## src/verilog/lsl_pkg.sv

```systemverilog
// lsl_pkg: shared constants and types for the link status and loopback block
// assumes: every user writes lsl_pkg::name, nothing is imported
package lsl_pkg;

    // ------------------------------------------------------------------
    // training state codes seen on the state input
    // ------------------------------------------------------------------
    localparam logic [3:0] LTSSM_POLLING = 4'h1;
    localparam logic [3:0] LTSSM_CONFIG = 4'h2;
    localparam logic [3:0] LTSSM_LOOPBACK = 4'h8;

    // ------------------------------------------------------------------
    // negotiated width encodings
    // ------------------------------------------------------------------
    localparam logic [2:0] WIDTH_NONE = 3'h0;
    localparam logic [2:0] WIDTH_X1 = 3'h1;
    localparam logic [2:0] WIDTH_X2 = 3'h2;
    localparam logic [2:0] WIDTH_X4 = 3'h4;

    // core flavours chosen at build time
    typedef enum logic [1:0] {
        VAR_G1_X1 = 2'b00,
        VAR_G1_X4 = 2'b01,
        VAR_G2_X2 = 2'b10
    } lsl_variant_e;

    // ------------------------------------------------------------------
    // lane geometry and fifo depth
    // ------------------------------------------------------------------
    localparam int LANES = 4;
    localparam int LANE_W = 16;
    localparam int K_W = 2;
    localparam int LBK_W_WIDE = 64;
    localparam int LBK_W_NARROW = 16;
    localparam int FIFO_DEPTH = 8;

    // ------------------------------------------------------------------
    // register map, field positions and reset values
    // ------------------------------------------------------------------
    localparam logic [7:0] REG_CTRL = 8'h00;
    localparam logic [7:0] REG_STATUS = 8'h04;
    localparam logic [7:0] REG_FIFO = 8'h08;
    localparam int CTRL_LBK_EN_BIT = 0;
    localparam logic [31:0] CTRL_RESET = 32'h0000_0000;
    localparam int ST_LTSSM_LSB = 0;
    localparam int ST_CFGLN_LSB = 4;
    localparam int ST_WIDTH_LSB = 8;
    localparam int ST_CMPL_BIT = 11;
    localparam int ST_LBK_ON_BIT = 12;

    // one loopback beat: k flags beside lane data
    typedef struct packed {
        logic [7:0] kcntl;
        logic [63:0] data;
    } lsl_lbk_word_s;

endpackage

```

## src/verilog/lsl_top.sv

```systemverilog
// lsl_top: link status reporting and master loopback data path, plus its fifo
// assumes: training logic and lane logic run on CLK_I; software uses the
// plain register port with read data one cycle after the read strobe
//
// Design decisions made here: strobed register access and the placing of the registers.
`timescale 1ns/100ps

// ----------------------------------------------------------------------
// fifo with valid/ready on both sides
// ----------------------------------------------------------------------
module lsl_fifo #(
    parameter int WIDTH = 72,
    parameter int DEPTH = 8
) (
    input wire logic CLK_I,
    input wire logic RST_I,
    input wire logic [WIDTH-1:0] in_data_i,
    input wire logic in_valid_i,
    output logic in_ready_o,
    output logic [WIDTH-1:0] out_data_o,
    output logic out_valid_o,
    input wire logic out_ready_i,
    output logic [$clog2(DEPTH):0] count_o
);
    localparam int AW = $clog2(DEPTH);
    localparam logic [AW:0] FULL_COUNT = (AW+1)'(DEPTH);

    logic [WIDTH-1:0] mem [DEPTH];
    logic [AW-1:0] wr_ptr_reg;
    logic [AW-1:0] rd_ptr_reg;
    logic [AW:0] count_reg;
    wire push = in_valid_i && in_ready_o;
    wire pop = out_valid_o && out_ready_i;

    // handshakes come straight from the fill level
    assign in_ready_o = (count_reg != FULL_COUNT);
    assign out_valid_o = (count_reg != '0);
    assign out_data_o = mem[rd_ptr_reg];
    assign count_o = count_reg;

    // storage array, written only on an accepted push
    always_ff @(posedge CLK_I) begin
        if (push) begin
            mem[wr_ptr_reg] <= in_data_i;
        end
    end

    // pointers and level
    always_ff @(posedge CLK_I) begin
        if (RST_I) begin
            wr_ptr_reg <= '0;
            rd_ptr_reg <= '0;
            count_reg <= '0;
        end else begin
            if (push) begin
                wr_ptr_reg <= (wr_ptr_reg == AW'(DEPTH-1)) ? '0 : wr_ptr_reg + 1'b1;
            end
            if (pop) begin
                rd_ptr_reg <= (rd_ptr_reg == AW'(DEPTH-1)) ? '0 : rd_ptr_reg + 1'b1;
            end
            if (push && !pop) begin
                count_reg <= count_reg + 1'b1;
            end else if (pop && !push) begin
                count_reg <= count_reg - 1'b1;
            end
        end
    end
endmodule

// ----------------------------------------------------------------------
// top: status outputs, registers and loopback paths
// ----------------------------------------------------------------------
module lsl_top #(
    parameter lsl_pkg::lsl_variant_e VARIANT = lsl_pkg::VAR_G1_X4,
    parameter bit LBK_OPTION = 1'b1,
    parameter int FIFO_DEPTH = lsl_pkg::FIFO_DEPTH
) (
    input wire logic CLK_I,
    input wire logic RST_I,
    // register port
    input wire logic [7:0] REG_ADDR_I,
    input wire logic [31:0] REG_WDATA_I,
    input wire logic REG_WR_I,
    input wire logic REG_RD_I,
    output logic [31:0] REG_RDATA_O,
    // training machine side
    input wire logic [3:0] LTSSM_STATE_I,
    input wire logic POL_CMPL_SUB_I,
    input wire logic [3:0] LANE_IN_CFG_I,
    // status outputs
    output logic [3:0] CFG_LANES_O,
    output logic [2:0] LINK_WIDTH_O,
    output logic POL_COMPLIANCE_O,
    // user transmit loopback
    output logic TX_LBK_RDY_O,
    input wire logic [7:0] TX_LBK_KCNTL_I,
    input wire logic [63:0] TX_LBK_DATA_I,
    // user receive loopback
    output logic [7:0] RX_LBK_KCNTL_O,
    output logic [63:0] RX_LBK_DATA_O,
    // lane side
    output logic [63:0] LANE_TX_DATA_O,
    output logic [7:0] LANE_TX_KCNTL_O,
    output logic LANE_TX_VALID_O,
    input wire logic LANE_TX_READY_I,
    input wire logic [63:0] LANE_RX_DATA_I,
    input wire logic [7:0] LANE_RX_KCNTL_I,
    input wire logic LANE_RX_VALID_I
);
    localparam bit NARROW = (VARIANT == lsl_pkg::VAR_G1_X1);
    localparam int LBK_W = NARROW ? lsl_pkg::LBK_W_NARROW : lsl_pkg::LBK_W_WIDE;
    localparam int LANES_USED = LBK_W / lsl_pkg::LANE_W;
    localparam int WORD_W = $bits(lsl_pkg::lsl_lbk_word_s);
    localparam int CW = $clog2(FIFO_DEPTH) + 1;

    logic [31:0] ctrl_reg;
    logic [31:0] rdata_reg;
    logic [3:0] cfg_lanes_reg;
    logic [3:0] cfg_lanes_next;
    logic [2:0] width_reg;
    logic [2:0] width_next;
    logic cmpl_reg;
    lsl_pkg::lsl_lbk_word_s tx_out_reg;
    logic tx_valid_reg;
    lsl_pkg::lsl_lbk_word_s rx_out_reg;
    lsl_pkg::lsl_lbk_word_s rx_mask;
    lsl_pkg::lsl_lbk_word_s tx_in_word;
    lsl_pkg::lsl_lbk_word_s fifo_out_word;
    logic fifo_in_ready;
    logic fifo_out_valid;
    logic [CW-1:0] fifo_count;

    // ------------------------------------------------------------------
    // lane participation and width
    // ------------------------------------------------------------------
    wire in_config = (LTSSM_STATE_I == lsl_pkg::LTSSM_CONFIG);
    wire [2:0] lane_sum = 3'(LANE_IN_CFG_I[0]) + 3'(LANE_IN_CFG_I[1])
        + 3'(LANE_IN_CFG_I[2]) + 3'(LANE_IN_CFG_I[3]);

    // reversed bit order; the 5G core fills the two low bits only
    always_comb begin
        cfg_lanes_next = cfg_lanes_reg;
        if (in_config) begin
            if (VARIANT == lsl_pkg::VAR_G2_X2) begin
                cfg_lanes_next = {2'h0, LANE_IN_CFG_I[0], LANE_IN_CFG_I[1]};
            end else if (NARROW) begin
                cfg_lanes_next = {LANE_IN_CFG_I[0], 3'h0};
            end else begin
                cfg_lanes_next = {LANE_IN_CFG_I[0], LANE_IN_CFG_I[1],
                    LANE_IN_CFG_I[2], LANE_IN_CFG_I[3]};
            end
        end
    end

    // width code from the count of lanes that negotiate
    always_comb begin
        width_next = width_reg;
        if (in_config) begin
            unique case (lane_sum)
                3'h1: width_next = lsl_pkg::WIDTH_X1;
                3'h2, 3'h3: width_next = lsl_pkg::WIDTH_X2;
                3'h4: width_next = (VARIANT == lsl_pkg::VAR_G2_X2) ?
                    lsl_pkg::WIDTH_X2 : lsl_pkg::WIDTH_X4;
                default: width_next = lsl_pkg::WIDTH_NONE;
            endcase
            if (NARROW) begin
                width_next = lsl_pkg::WIDTH_NONE;
            end
        end
    end

    // status flops
    always_ff @(posedge CLK_I) begin
        if (RST_I) begin
            cfg_lanes_reg <= 4'h0;
            width_reg <= lsl_pkg::WIDTH_NONE;
            cmpl_reg <= 1'b0;
        end else begin
            cfg_lanes_reg <= cfg_lanes_next;
            width_reg <= width_next;
            cmpl_reg <= (LTSSM_STATE_I == lsl_pkg::LTSSM_POLLING) && POL_CMPL_SUB_I;
        end
    end

    assign CFG_LANES_O = cfg_lanes_reg;
    assign LINK_WIDTH_O = width_reg;
    assign POL_COMPLIANCE_O = cmpl_reg;

    // ------------------------------------------------------------------
    // register port
    // ------------------------------------------------------------------
    wire sel_ctrl = (REG_ADDR_I == lsl_pkg::REG_CTRL);
    wire sel_status = (REG_ADDR_I == lsl_pkg::REG_STATUS);
    wire sel_fifo = (REG_ADDR_I == lsl_pkg::REG_FIFO);
    wire lbk_on = LBK_OPTION && ctrl_reg[lsl_pkg::CTRL_LBK_EN_BIT]
        && (LTSSM_STATE_I == lsl_pkg::LTSSM_LOOPBACK);
    wire [31:0] status_word = (32'(LTSSM_STATE_I) << lsl_pkg::ST_LTSSM_LSB)
        | (32'(cfg_lanes_reg) << lsl_pkg::ST_CFGLN_LSB)
        | (32'(width_reg) << lsl_pkg::ST_WIDTH_LSB)
        | (32'(cmpl_reg) << lsl_pkg::ST_CMPL_BIT)
        | (32'(lbk_on) << lsl_pkg::ST_LBK_ON_BIT);
    wire [31:0] rdata_next = sel_ctrl ? ctrl_reg
        : sel_status ? status_word
        : sel_fifo ? 32'(fifo_count)
        : 32'h0000_0000;

    // control write and one-cycle read data
    always_ff @(posedge CLK_I) begin
        if (RST_I) begin
            ctrl_reg <= lsl_pkg::CTRL_RESET;
            rdata_reg <= 32'h0000_0000;
        end else begin
            if (REG_WR_I && sel_ctrl) begin
                ctrl_reg <= 32'(REG_WDATA_I[lsl_pkg::CTRL_LBK_EN_BIT]);
            end
            rdata_reg <= REG_RD_I ? rdata_next : 32'h0000_0000;
        end
    end

    assign REG_RDATA_O = rdata_reg;

    // ------------------------------------------------------------------
    // transmit loopback through the fifo
    // ------------------------------------------------------------------
    assign TX_LBK_RDY_O = lbk_on && fifo_in_ready;
    // lane slices arrive already packed by the user; narrow core keeps lane 0
    assign tx_in_word.kcntl = TX_LBK_KCNTL_I & rx_mask.kcntl;
    assign tx_in_word.data = TX_LBK_DATA_I & rx_mask.data;

    lsl_fifo #(
        .WIDTH(WORD_W),
        .DEPTH(FIFO_DEPTH)
    ) u_tx_fifo (
        .CLK_I(CLK_I),
        .RST_I(RST_I),
        .in_data_i(tx_in_word),
        .in_valid_i(TX_LBK_RDY_O),
        .in_ready_o(fifo_in_ready),
        .out_data_o(fifo_out_word),
        .out_valid_o(fifo_out_valid),
        .out_ready_i(!tx_valid_reg || LANE_TX_READY_I),
        .count_o(fifo_count)
    );

    // output stage; stalls while the lanes hold back
    always_ff @(posedge CLK_I) begin
        if (RST_I) begin
            tx_out_reg <= '0;
            tx_valid_reg <= 1'b0;
        end else if (!tx_valid_reg || LANE_TX_READY_I) begin
            tx_out_reg <= fifo_out_word;
            tx_valid_reg <= fifo_out_valid;
        end
    end

    assign LANE_TX_DATA_O = tx_out_reg.data;
    assign LANE_TX_KCNTL_O = tx_out_reg.kcntl;
    assign LANE_TX_VALID_O = tx_valid_reg;

    // ------------------------------------------------------------------
    // receive loopback: per-lane slice placement
    // ------------------------------------------------------------------
    for (genvar g = 0; g < lsl_pkg::LANES; g++) begin : g_lane
        localparam bit USED = (g < LANES_USED);
        assign rx_mask.data[g*lsl_pkg::LANE_W +: lsl_pkg::LANE_W] =
            USED ? 16'hFFFF : 16'h0000;
        assign rx_mask.kcntl[g*lsl_pkg::K_W +: lsl_pkg::K_W] =
            USED ? 2'h3 : 2'h0;
    end

    // capture words only while loopback is live
    always_ff @(posedge CLK_I) begin
        if (RST_I) begin
            rx_out_reg <= '0;
        end else if (lbk_on && LANE_RX_VALID_I) begin
            rx_out_reg.data <= LANE_RX_DATA_I & rx_mask.data;
            rx_out_reg.kcntl <= LANE_RX_KCNTL_I & rx_mask.kcntl;
        end else if (!lbk_on) begin
            rx_out_reg <= '0;
        end
    end

    assign RX_LBK_DATA_O = rx_out_reg.data;
    assign RX_LBK_KCNTL_O = rx_out_reg.kcntl;
endmodule

```

## config.mk

```make
export PLATFORM = sky130hd
export DESIGN_NAME = lsl_top
export DESIGN_NICKNAME = d
export VERILOG_FILES = /design/src/verilog/lsl_pkg.sv /design/src/verilog/lsl_top.sv
export SDC_FILE = /design/constraint.sdc
export NUM_CORES = 1
export LEC_CHECK = 0
export BUFFER_PORTS_ARGS = -buffer_cell sky130_fd_sc_hd__buf_2
export CAP_MARGIN = 0
export CORE_ASPECT_RATIO = 0.5
export CORE_MARGIN = 4
export CORE_UTILIZATION = 50
export DETAILED_ROUTE_END_ITERATION = 12
export PLACE_DENSITY = 0.71
export SLEW_MARGIN = 20
export SYNTH_ARGS = -nofsm -noshare
export SYNTH_HDL_FRONTEND = slang
export SYNTH_SLANG_ARGS = --single-unit
```

## constraint.sdc

```tcl
create_clock -name CLK_I -period 13.3 [get_ports CLK_I]
set_input_delay 2.66 -clock CLK_I [delete_from_list [all_inputs] [get_ports CLK_I]]
set_output_delay 2.66 -clock CLK_I [all_outputs]
set_load 0.005 [all_outputs]
```

==> key figures, run 1 <==
Critical path
  – Critical Path AT: 4.03 ns
  – CP bufs+invs: 3
  – Reg2reg start: u_tx_fifo.count_o[0]
  – Crit. End Element: output port
  – Critical path cell sequence: buf_2 > nand3b_1 > or4_1 > inv_2 > buf_2
  – CP top delay family: simple AND/OR/NAND/NOR gates
  – CP max-delay cell: or4_1
  – CP dominant cell by count: buf_2
  – CP startpoint: LTSSM_STATE_I[0]
  – Peak per-stage delay on the critical path: 0.71 ns
  – WS Path Type: primary input to output port
  – CP Launch Type: primary input
  – Maximum fanout along the worst path: 9
  – Worst Path Required: 10.64 ns

Timing
  – F_max: 149 MHz
  – Unrepaired setup endpoints after global routing: false
  – Worst Clk Skew: 0.0258 ns
  – Final hold violations: 0
  – # setup viols final: 0
  – TNS Setup: 0 ns
  – Slew Limit Fails: 0
  – Hold WS: 0.469 ns
  – Max_slew headroom: 0.197
  – Final worst-path cycle share: 0.503
  – Tmin final: 6.69 ns
  – Slew @ Worst Pin: 1.20 ns

Synth
  – Mux share of post-synthesis cell area: 0.131
  – Syn_area_per_cell: 15.6 um2
  – Most frequent cell after synthesis: edfxtp_1
  – Mapped Cells: 1,798
  – Cell variety after synth: 39
  – Post-synth top area cell: edfxtp_1
  – Post-Synth Simple-Gate Area: 0.0447
  – Synth Flop Type: edfxtp_1
  – Number of flops mapped to enable cells by yosys: 576
  – Top post-synthesis cells by area: edfxtp_1 62%, mux2i_1 13%, dfxtp_1 13%
  – Synth Area in Adders: 0.00543
  – Async set or reset register ratio after synthesis: 0
  – Synthesized cell area: 28,100 um2
  – Compound-cell area share of the yosys netlist: 0.0552
  – Post-synth top cells: 576 x edfxtp_1, 366 x mux2i_1, 237 x nor2_1
  – Ys Warns: 0
  – Post-synthesis sequential area ratio: 0.742
  – Top-area cell type share of the netlist area: 0.615
  – XOR/XNOR Fraction of Synth Area: 0.000623
  – #FFs+latches synth: 753
  – Largest family of logic cells by synthesized area: multiplexers

Die
  – Initial Utilization: 0.506
  – IO Count: 385
  – Core footprint: 55,600 um2
  – Die area: 60,300 um2
  – Die Ht: 176 um
  – Die Span X: 343 um
  – Rows: 61

Clock tree
  – Hold buffers post-CTS: 0
  – Resized Gates After CTS: 0
  – Worst skew pair latency: 0.60 ns
  – Post-CTS Setup Bufs: 0
  – Cts bufs inserted: 68
  – Max Buffers Root-to-Sink: 3
  – Reg clk slew, reported paths: 0.06 ns
  – Clock tree from TritonCTS: built
  – Clock Tree Root: clkbuf_16
  – Clock tree sinks: 753
  – H-Tree Depth: 3

Pwr
  – VDD IR-drop max: 0.171 mV
  – Pwr/cell area: 176 nW/um2
  – Total leakage power: 0.0119 uW

Global route
  – Vias in the first global route: 15,228
  – First-pass GRT wire length: 88,800 um
  – GRT Util Overall: 0.192
  – GRT Residual Overflow: 0
  – Initial antenna violation count: 8
  – Pin count of the biggest net entering global routing: 147

Detailed routing
  – First DRT Iteration DRCs: 1,058
  – Remaining antenna violation count: 0
  – Vias: 15,901
  – Wirelength per Cell: 20.3 um
  – Via-per-instance ratio: 5.41
  – WL final: 59,600 um
  – Drt drc: 0
  – 1st-pass router iterations: 5

Worst hold path
  – Worst hold-check path type: flop to flop
  – Hold path startpoint: POL_COMPLIANCE_O

Layout
  – Share of layout cells above drive strength 1: 0.218
  – Fillers: 4,270
  – Max FFs per register: 576
  – Synth-to-Final Area Change: 16.3%
  – Final nets: 2,330
  – Biggest register: u_tx_fifo.mem

Job
  – Max capacitance violation total: 0

Placement
  – Global placement routability congestion: 0.752
  – PortBufs: 334
  – DP HPWL: 32,100 um

Outcome
  – Status: complete, no violations
[worst register-to-register path, delay by kind of cell, from the launching register on]
family / cells / cell delay [ns]
flip-flops: 1 / 0.48
AND/OR/NAND/NOR: 4 / 1.13
buffers and inverters: 3 / 1.48
[path summary, 6_finish.rpt]
kind / end / slack [ns] / depth (start not counted)
max: TX_LBK_RDY_O / 6.61 / 5
min: REG_RDATA_O[11] / 0.47 / 1
max reg2reg: u_tx_fifo.mem[6][20] / 9.81 / 7
min reg2reg: REG_RDATA_O[11] / 0.47 / 1
[layout by cell type, fill, tap and decap left out, drive strengths merged, types with 3 or more instances in the layout]
master / instances
nor2b: 4
a211oi: 73
nor3b: 3
inv: 7
diode: 7
nor2: 237
nor4b: 6
mux2i: 366
nand3b: 3
ha: 9
nand2: 19
clkbuf: 104
and2: 8
a22oi: 3
clkinv: 15
buf: 361
edfxtp: 576
conb: 19
o22ai: 144
dfxtp: 177
a21oi: 15
nor4: 4
[metal layers]
layer,up-vias,GRT usage,part of all wire
met5,-,0,0.00012
met4,2,0.0578,0.020
met3,93,0.0360,0.060
met2,456,0.335,0.51
met1,7866,0.247,0.41
li1,7484,-,-
[metrics by stage]
stage | total power (uW) | setup WS [ns] | area [um2] | utilization | cells
after floorplan | 3560 | 1.75 | 28200 | - | 1816
after global placement | 3890 | 6.63 | 30500 | 0.549 | 2806
after detailed placement | 3910 | 6.62 | 30500 | 0.549 | 2806
after CTS | 5790 | 6.61 | 32700 | 0.588 | 2930
after global routing | 5990 | 6.56 | 32700 | 0.588 | 2937
final | 5740 | 6.61 | 32700 | 0.588 | 2937
[area by class of cell]
cell class | count | area (um2) | area share
well taps | 756 | 946 | 0.0289
inverters | 4 | 15.0 | 0.000459
diodes | 7 | 17.5 | 0.000536
clock buffers | 104 | 2000 | 0.0613
flip-flops and latches | 753 | 20800 | 0.638
repair buffers | 361 | 1890 | 0.0579
clock inverters | 20 | 156 | 0.00479
multi-input cells | 932 | 6800 | 0.208
[where the power goes]
part	switching, uW	internal (uW)	total, uW
registers	98.5	2630	2720
clock network	823	1070	1890
logic	616	509	1120
[cell families after synthesis]
family,count (synthesis)
AOI/OAI and AO/OA,236
xor gates and xnor gates,2
adders and majority gates,11
buffers and inverters,131
DFF,753
muxes,367
other,1
and+or+nand+nor,297
No activity file was read; power rests on OpenSTA's default activity.
==> run 2, diff against run 1 <==
Settings changed: ABC_AREA from default to 1, PLACE_DENSITY 0.71 to 0.73.
Clock period 13.3 ns to 5.9 ns, I/O delays scaled along.
==> run 2 against run 1 <==
Compared with the run above: non-clock buffer count down 2; count of clock-buffer cells in the layout shrank 5; final area up 3.9%; die area up 5.0%; highest routed layer unchanged; global-route usage increased by 2.6 points; total power increased by 140%; sequential share of layout area fell by 2.4 points; first-iteration DRC count grew 110%; critical path depth up 3; utilization shrank 0.22 points; area after synthesis up 5.2%.
==> key figures, run 2 <==
Outcome
  – Status: complete, no violations

Synth
  – Synth Flop Type: edfxtp_1
  – Mapped Cells: 2,709
  – Top post-synthesis cells by area: edfxtp_1 58%, dfxtp_1 12%, nand2_1 9.5%
  – Post-synth top cells: 751 x nand2_1, 576 x edfxtp_1, 516 x nand3_1
  – XOR/XNOR Fraction of Synth Area: 0.000592
  – Number of flops mapped to enable cells by yosys: 576
  – Compound-cell area share of the yosys netlist: 0.0301
  – Synth Area in Adders: 0.00516
  – Synthesized cell area: 29,600 um2
  – Post-synthesis sequential area ratio: 0.705
  – Post-synth top area cell: edfxtp_1
  – Post-Synth Simple-Gate Area: 0.205
  – Mux share of post-synthesis cell area: 0
  – #FFs+latches synth: 753
  – Ys Warns: 0
  – Cell variety after synth: 26
  – Top-area cell type share of the netlist area: 0.585
  – Largest family of logic cells by synthesized area: simple AND/OR/NAND/NOR gates
  – Async set or reset register ratio after synthesis: 0
  – Syn_area_per_cell: 10.9 um2
  – Most frequent cell after synthesis: nand2_1

Critical path
  – Worst Path Required: 6.41 ns
  – Reg2reg start: u_tx_fifo.rd_ptr_reg[2]
  – Worst Reg-to-Reg Cells: 7
  – WS Path Type: primary input to flop
  – CP startpoint: LTSSM_STATE_I[0]
  – CP Launch Type: primary input
  – Maximum fanout along the worst path: 74
  – Critical Path AT: 3.82 ns
  – Crit. End Element: flop

Detailed routing
  – Wirelength per Cell: 18.9 um
  – Wl on met1: 28,400 um
  – 1st-pass router iterations: 6
  – Top layer in use: met5
  – Vias: 20,745
  – WL final: 71,600 um
  – Drt drc: 0
  – Length of routed met2 wiring: 35,800 um
  – Via-per-instance ratio: 5.47
  – First DRT Iteration DRCs: 2,239
  – Remaining antenna violation count: 0
  – Met3 WL post-DR: 5320 um

Layout
  – Share of layout cells above drive strength 1: 0.158
  – Fillers: 4,581
  – Synth-to-Final Area Change: 14.8%
  – Non-Filler Instances: 3,791
  – Biggest register: u_tx_fifo.mem
  – Max FFs per register: 576
  – Final nets: 3,172
  – Commonest non-fill, non-tap cell in the layout: nand2_1
  – Most frequent cells in the layout: 751 x nand2_1, 576 x edfxtp_1, 516 x nand3_1

Die
  – IO Count: 385
  – Rows: 62
  – Core footprint: 57,900 um2
  – Die area: 63,300 um2
  – Die Span X: 352 um
  – Die Ht: 180 um
  – Initial Utilization: 0.510

Clock tree
  – Cts bufs inserted: 67
  – Resized Gates After CTS: 0
  – Clock tree sinks: 753
  – Worst skew pair latency: 0.61 ns
  – Reg clk slew, reported paths: 0.06 ns
  – Clock tree from TritonCTS: built
  – Clock Tree Root: clkbuf_16
  – Hold buffers post-CTS: 0
  – H-Tree Depth: 3
  – Post-CTS Setup Bufs: 0
  – Max Buffers Root-to-Sink: 3

Timing
  – Unrepaired setup endpoints after global routing: false
  – Final worst-path cycle share: 0.561
  – Final hold violations: 0
  – Max_slew headroom: 0.181
  – # setup viols final: 0
  – F_max: 302 MHz
  – Tmin final: 3.31 ns
  – Worst Clk Skew: 0.0256 ns
  – Slew Limit Fails: 0
  – Slew @ Worst Pin: 1.23 ns
  – TNS Setup: 0 ns

Worst hold path
  – Worst hold-check path type: flop to flop
  – Hold path startpoint: POL_COMPLIANCE_O
  – Worst hold path depth: 2

Job
  – Max capacitance violation total: 0

Placement
  – Global placement routability congestion: 0.832
  – PortBufs: 334
  – Placed cells: 3,661
  – DP HPWL: 37,100 um

Global route
  – Vias in the first global route: 20,113
  – GRT Residual Overflow: 0
  – GRT Util Overall: 0.219
  – Initial antenna violation count: 9
  – Pin count of the biggest net entering global routing: 238
  – First-pass GRT wire length: 110,000 um

Pwr
  – VDD IR-drop max: 0.357 mV
  – Total leakage power: 0.0136 uW
  – Pwr/cell area: 402 nW/um2
## run 2: cell types whose count changed after synthesis, moves of 17 or more
cell and delta:
nor2_1 -193, a211oi_1 -73, a21oi_1 +73, inv_1 +174
nand4_1 +73, clkbuf_1 +17, mux2i_1 -366, o21ai_0 +87
buf_2 +44, nand3_1 +514, nand2_1 +732, o22ai_1 -144
## run 2: worst paths after layout
check | slack (ns) | endpoint
setup reg to reg | 2.93 | LANE_TX_DATA_O[56]
hold reg to reg | 0.44 | REG_RDATA_O[11]
hold / removal | 0.44 | REG_RDATA_O[11]
setup / recovery | 2.59 | RX_LBK_DATA_O[49]
## run 2: layout make-up
cell class | count | area (um2) | area share
clock buffer | 99 | 1960 | 0.0578
multi-input combinational | 1600 | 7280 | 0.214
timing repair buffer | 359 | 1970 | 0.0581
tap | 768 | 961 | 0.0283
inverter | 181 | 694 | 0.0205
clock inverter | 24 | 216 | 0.00638
sequential | 753 | 20800 | 0.614
antenna | 7 | 17.5 | 0.000516
## run 2: metal layers
| metal | up-vias | GRT usage |
|---|---|---|
| met5 | - | 0 |
| met4 | 4 | 0.0811 |
| met3 | 143 | 0.0404 |
| met2 | 845 | 0.381 |
| met1 | 9965 | 0.274 |
| li1 | 9788 | - |
## run 2: worst max-delay path, cell delays in order
cell,delay [ns]
buf_2,0.14
nor3_4,0.19
buf_4,0.62
nand2_1,0.23
nor2_4,0.66
buf_4,0.51
nand2_1,0.12
a21oi_1,0.13
## run 2: cells by family after synthesis
kind of cell / after synthesis
AOI/OAI and AO/OA: 177
DFF: 753
and+or+nand+nor: 1391
xor gates and xnor gates: 2
adders and majority gates: 11
other: 1
buffers and inverters: 374
## run 2: metrics by stage
step | hold WS (ns) | cell area [um2] | power, uW | setup WS [ns] | util
after floorplan | 0.425 | 29600 | 8370 | 0.532 | -
after global placement | 0.412 | 31800 | 9320 | 1.98 | 0.548
after detailed placement | 0.426 | 31800 | 9410 | 1.92 | 0.548
after CTS | 0.437 | 33900 | 13700 | 2.55 | 0.586
after global routing | 0.470 | 34000 | 14400 | 2.39 | 0.586
final | 0.440 | 34000 | 13700 | 2.59 | 0.586
## run 2: where the power goes
group	leakage [uW]	switching (uW)	internal, uW
sequential	0.00662	281	5950
clock	0.00107	1920	2420
combinational	0.00589	2090	1000
total	0.0136	4290	9370
==> run 3, diff against run 2 <==
Settings changed: ABC_AREA 1 to 0, PLACE_DENSITY 0.73 to 0.74.
Clock period 5.9 ns to 2.7 ns, I/O delays scaled along.
==> run 3 against run 2 <==
Compared with the run above: first-iteration DRC count decreased by 46%; count of clock-buffer cells in the layout grew 2; sequential share of layout area is 0.29 points higher; highest routed layer is now met4.
==> key figures, run 3 (synthesized netlist as in run 1, its figures left out) <==
Outcome
  – Status: complete, no violations

Die
  – Die area: 60,300 um2
  – Core footprint: 55,600 um2
  – IO Count: 385
  – Die Span X: 343 um
  – Rows: 61
  – Initial Utilization: 0.506
  – Die Ht: 176 um

Clock tree
  – H-Tree Depth: 3
  – Max Buffers Root-to-Sink: 3
  – Clock tree sinks: 753
  – Worst skew pair latency: 0.60 ns
  – Reg clk slew, reported paths: 0.06 ns
  – Clock tree from TritonCTS: built
  – Post-CTS Setup Bufs: 0
  – Clock Tree Root: clkbuf_16
  – Cts bufs inserted: 67

Detailed routing
  – Vias: 16,217
  – Wirelength per Cell: 20.6 um
  – First DRT Iteration DRCs: 1,218
  – WL final: 61,400 um
  – Remaining antenna violation count: 0
  – Drt drc: 0
  – Via-per-instance ratio: 5.43
  – 1st-pass router iterations: 5

Timing
  – Max_slew headroom: 0.523
  – Tmin final: 2.52 ns
  – Worst Clk Skew: 0.0310 ns
  – F_max: 397 MHz
  – Slew Limit Fails: 0
  – Final worst-path cycle share: 0.934
  – Unrepaired setup endpoints after global routing: false
  – TNS Setup: 0 ns
  – Slew @ Worst Pin: 0.715 ns
  – Final hold violations: 0
  – # setup viols final: 0

Layout
  – Biggest register: u_tx_fifo.mem
  – Share of layout cells above drive strength 1: 0.238
  – Synth-to-Final Area Change: 20.2%
  – Final nets: 2,378
  – Non-Filler Instances: 2,984
  – Fillers: 4,063
  – Area of the multi-input gates: 6880 um2
  – Max FFs per register: 576
  – Commonest non-fill, non-tap cell in the layout: edfxtp_1
  – Most frequent cells in the layout: 576 x edfxtp_1, 366 x mux2i_1, 332 x buf_2
  – Reg area: 20,800 um2
  – Post-layout util: 0.608

Critical path
  – Crit. End Element: flop
  – Worst Path Required: 3.17 ns
  – FF-to-FF setup slack: 0.18 ns
  – Critical Path AT: 2.99 ns
  – CP Launch Type: flop
  – Maximum fanout along the worst path: 3
  – WS Path Type: flop to flop

Placement
  – Global placement routability congestion: 0.797
  – PortBufs: 334
  – Placed cells: 2,855
  – DP HPWL: 38,000 um

Global route
  – First-pass GRT wire length: 92,700 um
  – GRT Util Overall: 0.198
  – Vias in the first global route: 16,252
  – Initial antenna violation count: 7
  – GRT Residual Overflow: 0
  – Pin count of the biggest net entering global routing: 85

Pwr
  – Pwr/cell area: 872 nW/um2
  – Total leakage power: 0.0124 uW
  – VDD IR-drop max: 0.518 mV

Worst hold path
  – Worst hold-check path type: primary input to flop

Job
  – Max capacitance violation total: 0
==> run 3: per-stage QoR <==
| step | total power, uW | setup slack, ns | hold WS [ns] | area, um2 |
|---|---|---|---|---|
| after floorplan | 17500 | -1.43 | 0.455 | 28300 |
| after global placement | 19600 | -0.215 | 0.462 | 31400 |
| after detailed placement | 19700 | -0.278 | 0.473 | 31400 |
| after CTS | 29700 | 0.0542 | 0.147 | 33800 |
| after global routing | 30600 | 0.00682 | 0.169 | 33800 |
| final | 29500 | 0.179 | 0.191 | 33800 |
==> run 3: layout make-up <==
| type | count | area share |
|---|---|---|
| inverters | 4 | 0.000444 |
| clock buffers | 101 | 0.0580 |
| repair buffers | 410 | 0.0821 |
| clock inverters | 23 | 0.0105 |
| well taps | 756 | 0.0280 |
| multi-input cells | 932 | 0.204 |
| diodes | 5 | 0.000370 |
| flip-flops and latches | 753 | 0.617 |
==> run 3: layer usage <==
layer | global-route usage | wire [um] | vias up
met5 | 0 | 0 | -
met4 | 0.0641 | 1550 | 0
met3 | 0.0331 | 3300 | 108
met2 | 0.346 | 30900 | 489
met1 | 0.253 | 25600 | 8035
li1 | - | - | 7585
==> run 3: worst paths after layout <==
path         depth (start not counted)                from              endpoint
max                                 10         ctrl_reg[0]  u_tx_fifo.count_o[3]
max reg2reg                         10         ctrl_reg[0]  u_tx_fifo.count_o[3]
min                                  3  LANE_RX_DATA_I[30]     RX_LBK_DATA_O[30]
min reg2reg                          2      CFG_LANES_O[3]        CFG_LANES_O[3]
==> run 3: critical path, cell delays in order, from the launching register on <==
cell and delay (ns):
dfxtp_1 0.36, nand3b_1 0.12, or4_4 0.52, inv_2 0.08, ha_1 0.16, inv_1 0.07
ha_1 0.32, a21oi_2 0.17, a211oi_1 0.09, a31oi_1 0.18, mux2_2 0.35
==> run 3: timing repair <==
| action | in CTS | in global routing |
|---|---|---|
| setup endpoints to repair | 0 | 1 |
| hold buffers | 0 | 0 |
| resized for setup | 0 | 3 |
==> run 3: report_power, final <==
group          switching, uW  leakage (uW)  internal (uW)
Sequential               340       0.00662          12900
Combinational           3420       0.00463           2800
Clock                   4120       0.00112           5840
Total                   7880        0.0124          21600
